`src/rtl/dso_pkg.sv`:
```
// package: constants, register map and carriers of the synchronous termination control
// ************************************************************
// Behaviour
// - Synchronous termination runs only with the delay-locked loop on and locked and some termination enabled.
// - It runs with clock enable high or in active power-down, and in precharge power-down only when the loop stays on.
// - Termination turns on the turn-on latency after the input is first registered high.
// - Termination turns off the turn-off latency after the input is registered low.
// - Both latencies equal write latency minus two, write latency being cas write plus additive latency.
// - The internal termination request is delayed by the additive latency relative to the pin.
// - Hold windows run from high registration, or from write registration, to low registration.
// - Dynamic switching is enabled when either bit of the write termination field is one.
// - With dynamic switching, write strength is selected write latency minus two after a write.
// - Nominal strength returns turn-off latency plus six (eight beats) or plus four (chopped) after a write.
// ************************************************************
package dso_pkg;
  localparam logic [7:0] DSO_CFG_OFS = 8'h00;
  localparam logic [7:0] DSO_STAT_OFS = 8'h04;
  localparam logic [4:0] DSO_LAT_SUB = 5'h02;
  localparam logic [2:0] DSO_HOLD_SHORT = 3'h4;
  localparam logic [2:0] DSO_HOLD_LONG = 3'h6;
  localparam logic [4:0] DSO_CWL_RST = 5'h05;
  localparam logic [4:0] DSO_AL_RST = 5'h00;
  localparam logic [2:0] DSO_NOM_RST = 3'h0;
  localparam logic [1:0] DSO_WR_RST = 2'h0;
  // config word fields
  localparam int DSO_CWL_LSB = 0;
  localparam int DSO_AL_LSB = 8;
  localparam int DSO_NOM_LSB = 16;
  localparam int DSO_WR_LSB = 20;
  localparam int DSO_DLLPD_BIT = 24;
  localparam int DSO_DLLON_BIT = 25;
  // status word fields
  localparam int DSO_ST_TERM_BIT = 0;
  localparam int DSO_ST_WRSEL_BIT = 1;
  localparam int DSO_ST_SYNC_BIT = 2;
  localparam int DSO_ST_ERR_BIT = 3;

  typedef struct packed {
    logic psel;
    logic penable;
    logic pwrite;
    logic [7:0] paddr;
    logic [31:0] pwdata;
  } dso_apb_req_t;

  typedef struct packed {
    logic pready;
    logic pslverr;
    logic [31:0] prdata;
  } dso_apb_rsp_t;

  typedef struct packed {
    logic dll_locked;
    logic cke;
    logic bank_open;
    logic wr_cmd;
    logic wr_chop;
  } dso_core_in_t;
endpackage : dso_pkg

```
`src/rtl/dso_term_ctrl.sv`:
```
// synchronous on-die termination timing with dynamic write strength and an apb register slave
//
// Our own choices: the APB interface to the registers and the placing of the registers.
`timescale 1ns/1ns
module dso_term_ctrl #(
  parameter int PIPE_D = 32
) (
  input wire logic clk_sys,
  input wire logic reset,
  input wire logic term_req_pin,
  input wire dso_pkg::dso_core_in_t core_i,
  input wire dso_pkg::dso_apb_req_t apb_i,
  output dso_pkg::dso_apb_rsp_t apb_o,
  output logic term_en,
  output logic term_wr_sel
);
  import dso_pkg::*;

  typedef struct packed {
    logic s1;
    logic s2;
    logic s3;
    logic lvl;
    logic [PIPE_D-1:0] odt_pipe;
    logic [2:0] wr_al;
    logic [2:0] chop_al;
    logic [PIPE_D-1:0] wr_pipe;
    logic [PIPE_D-1:0] chop_pipe;
    logic term;
    logic wr_sel;
    logic sync;
    logic [2:0] hold_cnt;
    logic hold_err;
    logic [4:0] cas_write_latency;
    logic [4:0] al;
    logic [2:0] nom;
    logic [1:0] wrt;
    logic dll_pd_keep;
    logic dll_on;
    dso_apb_rsp_t rsp;
  } dso_state_t;

  dso_state_t st_q;
  dso_state_t st_d;
  logic [4:0] lat;
  logic nom_on;
  logic dyn_on;
  logic sync_ok;
  logic wr_now;
  logic chop_now;
  logic acc;
  logic hit_cfg;
  logic hit_stat;
  logic [31:0] cfg_word;
  logic [31:0] stat_word;

  // ************************************************************
  // mode and latency
  // ************************************************************
  assign lat = st_q.cas_write_latency + st_q.al - DSO_LAT_SUB;
  assign nom_on = st_q.nom != 3'h0;
  assign dyn_on = st_q.wrt != 2'h0;
  // precharge power-down is clock enable low with no bank open
  assign sync_ok = core_i.dll_locked && st_q.dll_on && (nom_on || dyn_on)
    && (core_i.cke || core_i.bank_open || st_q.dll_pd_keep);
  // commands pass three stages so a write lands on the edge where the pin sampled with it counts
  assign wr_now = st_q.wr_al[2];
  assign chop_now = st_q.chop_al[2];

  assign acc = apb_i.psel && apb_i.penable && st_q.rsp.pready;
  assign hit_cfg = apb_i.paddr == DSO_CFG_OFS;
  assign hit_stat = apb_i.paddr == DSO_STAT_OFS;

  always_comb begin
    cfg_word = 32'h0;
    cfg_word[DSO_CWL_LSB +: 5] = st_q.cas_write_latency;
    cfg_word[DSO_AL_LSB +: 5] = st_q.al;
    cfg_word[DSO_NOM_LSB +: 3] = st_q.nom;
    cfg_word[DSO_WR_LSB +: 2] = st_q.wrt;
    cfg_word[DSO_DLLPD_BIT] = st_q.dll_pd_keep;
    cfg_word[DSO_DLLON_BIT] = st_q.dll_on;
    stat_word = 32'h0;
    stat_word[DSO_ST_TERM_BIT] = st_q.term;
    stat_word[DSO_ST_WRSEL_BIT] = st_q.wr_sel;
    stat_word[DSO_ST_SYNC_BIT] = st_q.sync;
    stat_word[DSO_ST_ERR_BIT] = st_q.hold_err;
  end

  // ************************************************************
  // next state
  // ************************************************************
  always_comb begin
    st_d = st_q;
    // pin: a change counts once the second and third stages agree
    st_d.s1 = term_req_pin;
    st_d.s2 = st_q.s1;
    st_d.s3 = st_q.s2;
    if (st_q.s2 == st_q.s3) begin
      st_d.lvl = st_q.s2;
    end
    st_d.wr_al = {st_q.wr_al[1:0], core_i.wr_cmd};
    st_d.chop_al = {st_q.chop_al[1:0], core_i.wr_chop};
    st_d.sync = sync_ok;

    // tap k of a pipe holds what was registered k+1 edges ago
    st_d.odt_pipe = {st_q.odt_pipe[PIPE_D-2:0], st_d.lvl};
    st_d.wr_pipe = {st_q.wr_pipe[PIPE_D-2:0], wr_now && dyn_on};
    st_d.chop_pipe = {st_q.chop_pipe[PIPE_D-2:0], chop_now};

    // clear first so a new write that lands on the same edge keeps write strength
    if (st_q.chop_pipe[lat+5'h3] && st_q.wr_pipe[lat+5'h3]) begin
      st_d.wr_sel = 1'b0;
    end
    if (!st_q.chop_pipe[lat+5'h5] && st_q.wr_pipe[lat+5'h5]) begin
      st_d.wr_sel = 1'b0;
    end
    if (st_q.wr_pipe[lat-5'h1]) begin
      st_d.wr_sel = 1'b1;
    end
    if (!sync_ok || !dyn_on) begin
      st_d.wr_sel = 1'b0;
    end
    // asynchronous mode is not modelled: outside sync mode termination is simply off
    st_d.term = sync_ok && ((st_q.odt_pipe[lat-5'h1] && nom_on) || st_d.wr_sel);

    // hold window watchdog on the controller's behaviour
    st_d.hold_cnt = (st_q.hold_cnt != 3'h0) ? st_q.hold_cnt - 3'h1 : 3'h0;
    if (st_d.lvl && !st_q.lvl) begin
      st_d.hold_cnt = DSO_HOLD_SHORT - 3'h1;
    end
    if (wr_now && st_d.lvl) begin
      // keep the later deadline
      if (chop_now && st_d.hold_cnt < DSO_HOLD_SHORT - 3'h1) begin
        st_d.hold_cnt = DSO_HOLD_SHORT - 3'h1;
      end
      if (!chop_now && st_d.hold_cnt < DSO_HOLD_LONG - 3'h1) begin
        st_d.hold_cnt = DSO_HOLD_LONG - 3'h1;
      end
    end

    // apb: ready comes one cycle into the access phase
    st_d.rsp.pready = apb_i.psel && apb_i.penable && !st_q.rsp.pready;
    st_d.rsp.pslverr = 1'b0;
    st_d.rsp.prdata = 32'h0;
    if (st_d.rsp.pready) begin
      st_d.rsp.pslverr = !(hit_cfg || hit_stat);
      if (!apb_i.pwrite && hit_cfg) begin
        st_d.rsp.prdata = cfg_word;
      end
      if (!apb_i.pwrite && hit_stat) begin
        st_d.rsp.prdata = stat_word;
      end
    end
    if (acc && apb_i.pwrite && hit_cfg) begin
      st_d.cas_write_latency = apb_i.pwdata[DSO_CWL_LSB +: 5];
      st_d.al = apb_i.pwdata[DSO_AL_LSB +: 5];
      st_d.nom = apb_i.pwdata[DSO_NOM_LSB +: 3];
      st_d.wrt = apb_i.pwdata[DSO_WR_LSB +: 2];
      st_d.dll_pd_keep = apb_i.pwdata[DSO_DLLPD_BIT];
      st_d.dll_on = apb_i.pwdata[DSO_DLLON_BIT];
    end
    if (acc && apb_i.pwrite && hit_stat && apb_i.pwdata[DSO_ST_ERR_BIT]) begin
      st_d.hold_err = 1'b0;
    end
    // a violation in the clearing cycle still sets the flag
    if (!st_d.lvl && st_q.lvl && st_q.hold_cnt != 3'h0) begin
      st_d.hold_err = 1'b1;
    end
  end

  always_ff @(posedge clk_sys) begin
    if (reset) begin
      st_q <= '0;
      st_q.cas_write_latency <= DSO_CWL_RST;
      st_q.al <= DSO_AL_RST;
      st_q.nom <= DSO_NOM_RST;
      st_q.wrt <= DSO_WR_RST;
    end else begin
      st_q <= st_d;
    end
  end

  assign apb_o = st_q.rsp;
  assign term_en = st_q.term;
  assign term_wr_sel = st_q.wr_sel;

  // ************************************************************
  // checks
  // ************************************************************
  logic [5:0] age_hi;
  logic [5:0] age_lo;
  logic [5:0] age_wr;
  always_ff @(posedge clk_sys) begin
    if (reset) begin
      age_hi <= 6'h3F;
      age_lo <= 6'h3F;
      age_wr <= 6'h3F;
    end else begin
      age_hi <= (st_d.lvl && !st_q.lvl) ? 6'h0 : age_hi + {5'h0, age_hi != 6'h3F};
      age_lo <= (!st_d.lvl && st_q.lvl) ? 6'h0 : age_lo + {5'h0, age_lo != 6'h3F};
      age_wr <= (wr_now && dyn_on) ? 6'h0 : age_wr + {5'h0, age_wr != 6'h3F};
    end
  end
endmodule : dso_term_ctrl

```
`config.mk`:
```
export PLATFORM = sky130hd
export DESIGN_NAME = dso_term_ctrl
export DESIGN_NICKNAME = d
export VERILOG_FILES = /design/src/rtl/dso_pkg.sv /design/src/rtl/dso_term_ctrl.sv
export SDC_FILE = /design/constraint.sdc
export NUM_CORES = 1
export LEC_CHECK = 0
export ABC_AREA = 0
export BUFFER_PORTS_ARGS = -buffer_cell sky130_fd_sc_hd__buf_4
export CORE_MARGIN = 2
export CORE_UTILIZATION = 35
export DETAILED_ROUTE_END_ITERATION = 10
export MAX_ROUTING_LAYER = met4
export SYNTH_ARGS = -nofsm -noshare
export SYNTH_HDL_FRONTEND = slang
export SYNTH_SLANG_ARGS = --single-unit
```
`constraint.sdc`:
```
create_clock -name clk_sys -period 6.9 [get_ports clk_sys]
set_input_delay 0.345 -clock clk_sys [delete_from_list [all_inputs] [get_ports clk_sys]]
set_output_delay 0.345 -clock clk_sys [all_outputs]
set_load 0.02 [all_outputs]
```
Word level (Yosys, flattened, before mapping)
Cells that the tools add are included.
Widths: inputs -> output; s select.
{"block": "totals", "regBits": 164, "input_bits": 51, "out_inout_bits": 36}
{"block": "classes", "magnitude_cmp": 5, "n_eq_ne": 2, "n_mux": 27, "reduce_logical": 46, "bitwise_logic": 2, "n_addsub": 6}
{"op": "$bmux 1 s5", "count": 6}
{"op": "$logic_and 1x1->1", "count": 23}
{"op": "$lt 5x6->1 const B", "count": 3}
{"op": "$mux 3", "count": 6}
{"op": "$mux 1", "count": 13}
{"op": "$logic_not 1->1", "count": 9}
{"op": "$eq 8x3->1 const B", "count": 1}
{"op": "$logic_not 8->1", "count": 1}
{"op": "$mux 4", "count": 2}
{"op": "$logic_or 1x1->1", "count": 6}
{"op": "$reduce_bool 3->1", "count": 2}
{"op": "$add 5x2->5 const B", "count": 1}
{"op": "$add 5x3->5 const B", "count": 1}
{"op": "$add 5x5->5", "count": 1}
{"op": "$sub 5x1->5 const B", "count": 1}
{"op": "$sub 5x2->5 const B", "count": 1}
{"op": "$reduce_bool 2->1", "count": 2}
{"op": "$reduce_or 4->1", "count": 1}
{"op": "$lt 3x2->1 const B", "count": 1}
{"op": "$lt 3x3->1 const B", "count": 1}
{"op": "$reduce_or 3->1", "count": 1}
{"op": "$sub 3x1->3 const B", "count": 1}
{"op": "$not 1->1", "count": 2}
{"op": "$reduce_or 2->1", "count": 1}
{"op": "$eq 1x1->1", "count": 1}

Longest topological paths before layout
{"block": "logic_depth", "word_depth": 12, "mapped_depth": 13, "depth_no_buf": 12}

Worst setup path before layout
OpenSTA, ideal clock, no wires.
{"block": "synth_path", "path_type": "reg2reg", "from": "reg st_q (netlist bit cfg_word[1])", "to": "reg st_q (netlist bit term_en)", "t_required_ns": 6.773, "synth_period_minus_slack_ns": 3.317, "slack_ns": 3.583, "setup_ns": 0.127, "arrival_time_ns": 3.190, "path_stages_with_launch": 14, "path_cell_list": "dfxtp_1 inv_1 ha_1 inv_1 ha_1 inv_1 fa_1 buf_4 a21boi_0 xnor2_2 mux4_1 mux4_2 o2111ai_1 nand3b_1"}
{"block": "synth_between", "elab_chain_cells": 12, "elab_cells_between_ends": 27, "classes_between": "add/sub (5); mux (16); reduce/logical (6)"}
{"item": "start, declared", "line": "dso_term_ctrl.sv:43", "rtl": "dso_state_t st_q;"}
{"item": "start signal, assigned", "line": "dso_term_ctrl.sv:179", "rtl": "st_q <= st_d;"}
{"item": "$add 5x5->5 *", "line": "dso_term_ctrl.sv:60", "rtl": "assign lat = st_q.cas_write_latency + st_q.al - DSO_LAT_SUB;"}
{"item": "$sub 5x2->5 *", "line": "dso_term_ctrl.sv:60"}
{"item": "$add 5x2->5 / $add 5x3->5 (equally long branches)", "line": "dso_term_ctrl.sv:111, dso_term_ctrl.sv:114"}
{"item": "$bmux 1 s5 (on tied branches)", "line": "dso_term_ctrl.sv:111, dso_term_ctrl.sv:114"}
{"item": "$mux 1 (on tied branches)", "line": "dso_term_ctrl.sv:111, dso_term_ctrl.sv:114"}
{"item": "$logic_and 1x1->1 / $logic_not 1->1 (equally long branches)", "line": "dso_term_ctrl.sv:111, dso_term_ctrl.sv:114"}
{"item": "$mux 1 / $logic_and 1x1->1 (equally long branches)", "line": "dso_term_ctrl.sv:111, dso_term_ctrl.sv:114"}
{"item": "$mux 1", "line": "dso_term_ctrl.sv:114", "rtl": "if (!st_q.chop_pipe[lat+5'h5] && st_q.wr_pipe[lat+5'h5]) begin"}
{"item": "$mux 1", "line": "dso_term_ctrl.sv:117", "rtl": "if (st_q.wr_pipe[lat-5'h1]) begin"}
{"item": "$mux 1", "line": "dso_term_ctrl.sv:120", "rtl": "if (!sync_ok || !dyn_on) begin"}
{"item": "$logic_or 1x1->1 *", "line": "dso_term_ctrl.sv:124", "rtl": "st_d.term = sync_ok && ((st_q.odt_pipe[lat-5'h1] && nom_on) || st_d.wr_sel);"}
{"item": "$logic_and 1x1->1 *", "line": "dso_term_ctrl.sv:124"}
Mark *: on every way between the ends. The rest lies on a longest branch, timed or not. The select of a mux whose other input is x is not followed.
A chain may end at the register's enable or synchronous reset.

Worst setup path in the final report
{"block": "layout_path", "from": "reg st_q (netlist bit cfg_word[8])", "to": "reg st_q (netlist bit term_en)"}
Same word-level chain as after synthesis.

==> results.md <==
- Final setup viols: 0
- Die height: around 140 um
- Period minus WS final: slightly below 4000 ps
- Via count: approximately 3.8k
- IO buf count: 56
- GP Congestion: 0.728
- Post-synth EDFFs: 0
- Hold crit path type: input pin to register
- Syn Inst Count: about 560
- Netlist Area Pre-Place: 0.00611 sq mm
- Layout net count: around 650
- Initial antenna violation count: 0
- Synth area leaders: dfxtp_1 (48%), mux4_2 (11%), nor2b_1 (9.2%)
- Worst slew pin tran: about 1200 ps
- Yosys cell types: 50
- Full die area: between 0.015 and 0.02 sq mm
- Critical path endpoint category: register
- Synth Register Bits: 148
- Register area share after synthesis: slightly below 50%
- Starting density of the core: 35.6%
- PD cells: around 250 mW/mm^2
- Core area: 0.0172 sq mm
- CTS tree: built
- CP required: 7190 ps
- Syn. warnings: 0
- H-tree depth: 4
- Ports: between 80 and 90
- Mean post-synth cell area: approximately 11 sq um
- Fmax: about 0.26 GHz
- First-pass GRT wire length: ~18,000 um
- Synth Flop Type: dfxtp_1
- Fin. Hold Viols: 0
- DPL Wire Length: around 7700 um
- Via density: approximately 4.7
- CP Launch Type: register
- Setup CP Type: register to register
- Clock root cell: clkbuf_16
- Largest net degree at the start of global routing: slightly below 80
- GRT Util Overall: approximately an eighth
- Unrepaired setup endpoints after global routing: no
- Share of cells above drive strength 1: a little over a fifth
- Worst-path clk slew: roughly 60 ps
- Skew final: around 5.3 ps
- Placed insts: about 790
- Initial DRC Count: about 220
- Rel. slew slack: between 20 and 25%
- DRC violations left: 0
- CTS buffer count: 17
- LEAKAGE: around 2.7 nW
- Final Util: ~41%
- Total clock sinks: about 150
- Worst skew pair latency: roughly 420 ps
- Period utilization: about 57%
- Gr ovfl total: 0
- Post-cts hold buffer count: 0
- Die width: roughly 140 um
- Worst Path Max Fanout: about 60
- VDD IR max: about 0.16 mV
- Clock Path Buffers: 2
- Post-route antenna net violation count: 0
- Area Overhead vs Synth: 16.4%
- Max-cap violations: 0
- First-pass DRT Iterations: 4
- Vias in the first global route: about 3.8k
- Final number of max-transition violations: 0
- Hold_ws: between 100 and 150 ps
- Async SR Flop Fraction: 0%
- Yosys top cell by area: dfxtp_1
- Worst Path Arrival: about 4200 ps
- # rows: 48
- Antenna Cells: 0
- WL final: between 10,000 and 15,000 um
- Post-CTS Setup Inserts: 0
- TNS Setup: 0 ps
- Post-synth top area share: 48.5%
- Post-CTS Resized: 0
- Avg WL per Cell: 13.5 um
- Reg-to-reg slack, setup: between 2000 and 3000 ps
- Final Non-Filler Cells: ~820
- Run status: completed
==> layout make-up <==
type	count	area [sq um]
clock inverter	8	98.8
sequential	148	2960
multi-input combinational	325	2700
tap	225	282
timing repair buffer	60	450
fill	1659	10100
clock buffer	24	492
inverter	33	124
==> state kept, by name, indices dropped and copies added (netlist names) <==
register / count
term_wr_sel: 1
term_en: 1
chop_now: 1
st_d: 99
st_q: 10
cfg_word: 17
apb_o: 19
==> logic make-up after synthesis <==
kind of cell             count (synthesis)  share of synthesized area [%]
AO/OA/AOI/OAI                           40                           5.32
XOR/XNOR                                13                           2.99
adder cells (fa/ha/maj)                 11                           2.33
buffers and inverters                   96                           8.27
flip-flops                             148                           48.5
multiplexers                            49                           15.0
other                                    1                         0.0614
AND/OR/NAND/NOR                        197                           17.5
==> worst max-delay path, cell delays in order (launching register included) <==
cell      delay [ps]
dfxtp_1          320
ha_2             310
buf_4            590
ha_1            1060
mux4_2           430
mux4_2           490
mux2i_1          220
nor4_1            90
nand3b_1         190
==> power breakdown <==
group,switching (mW),total [mW],internal (mW)
Sequential,0.00134,0.859,0.858
Clock,0.329,0.897,0.569
Combinational,0.0246,0.0406,0.0160
==> worst paths after layout <==
| path | from | endpoint | cells past startpoint |
|---|---|---|---|
| worst max-delay path | cfg_word[8] | term_en | 8 |
| worst min-delay path | term_req_pin | st_d[162] | 2 |
| worst max register to register | cfg_word[8] | term_en | 8 |
| worst min register to register | st_d[162] | st_d[161] | 1 |
==> cells in the mapped netlist, types with 6 or more instances <==
master	instances
mux4_2	29
buf_4	37
mux2i_1	16
ha_1	9
nor3_1	6
nand3_1	13
a32oi_1	16
nor2b_1	90
nor2_1	56
dfxtp_1	148
and2_1	10
clkbuf_1	18
inv_1	33
==> layout by cell type (no fill, tap or decap), drive strengths merged, types with 2 or more instances in the layout <==
master	instances
a211o	2
a21boi	2
a21oi	4
a22o	4
a32oi	16
and2	10
buf	60
bufinv	2
clkbuf	24
clkinv	4
clkinvlp	2
conb	15
dfxtp	148
ha	9
inv	33
mux2i	16
mux4	33
nand2	5
nand2b	2
nand3	13
nand3b	2
nor2	56
nor2b	90
nor3	6
nor3b	2
nor4	5
o21bai	2
or3	3
xnor2	6
xnor3	2
xor2	4
==> stage by stage <==
stage	setup WS, ps	cell area, sq um	power (mW)
2_1_floorplan	3580	6160	0.906
3_3_place_gp	2950	6520	0.918
3_5_place_dp	2930	6520	0.919
4_1_cts	2910	7110	1.82
5_1_grt	2710	7110	1.86
6_report	3000	7110	1.80
==> per-layer routing <==
layer	global-route usage [%]	vias up	part of all wire [%]
li1	-	1899	-
met1	17.0	1811	48
met2	19.8	102	44
met3	3.32	16	5.8
met4	6.25	0	1.9
met5	-	-	0
Note: power is estimated with default switching activity, not from simulation.
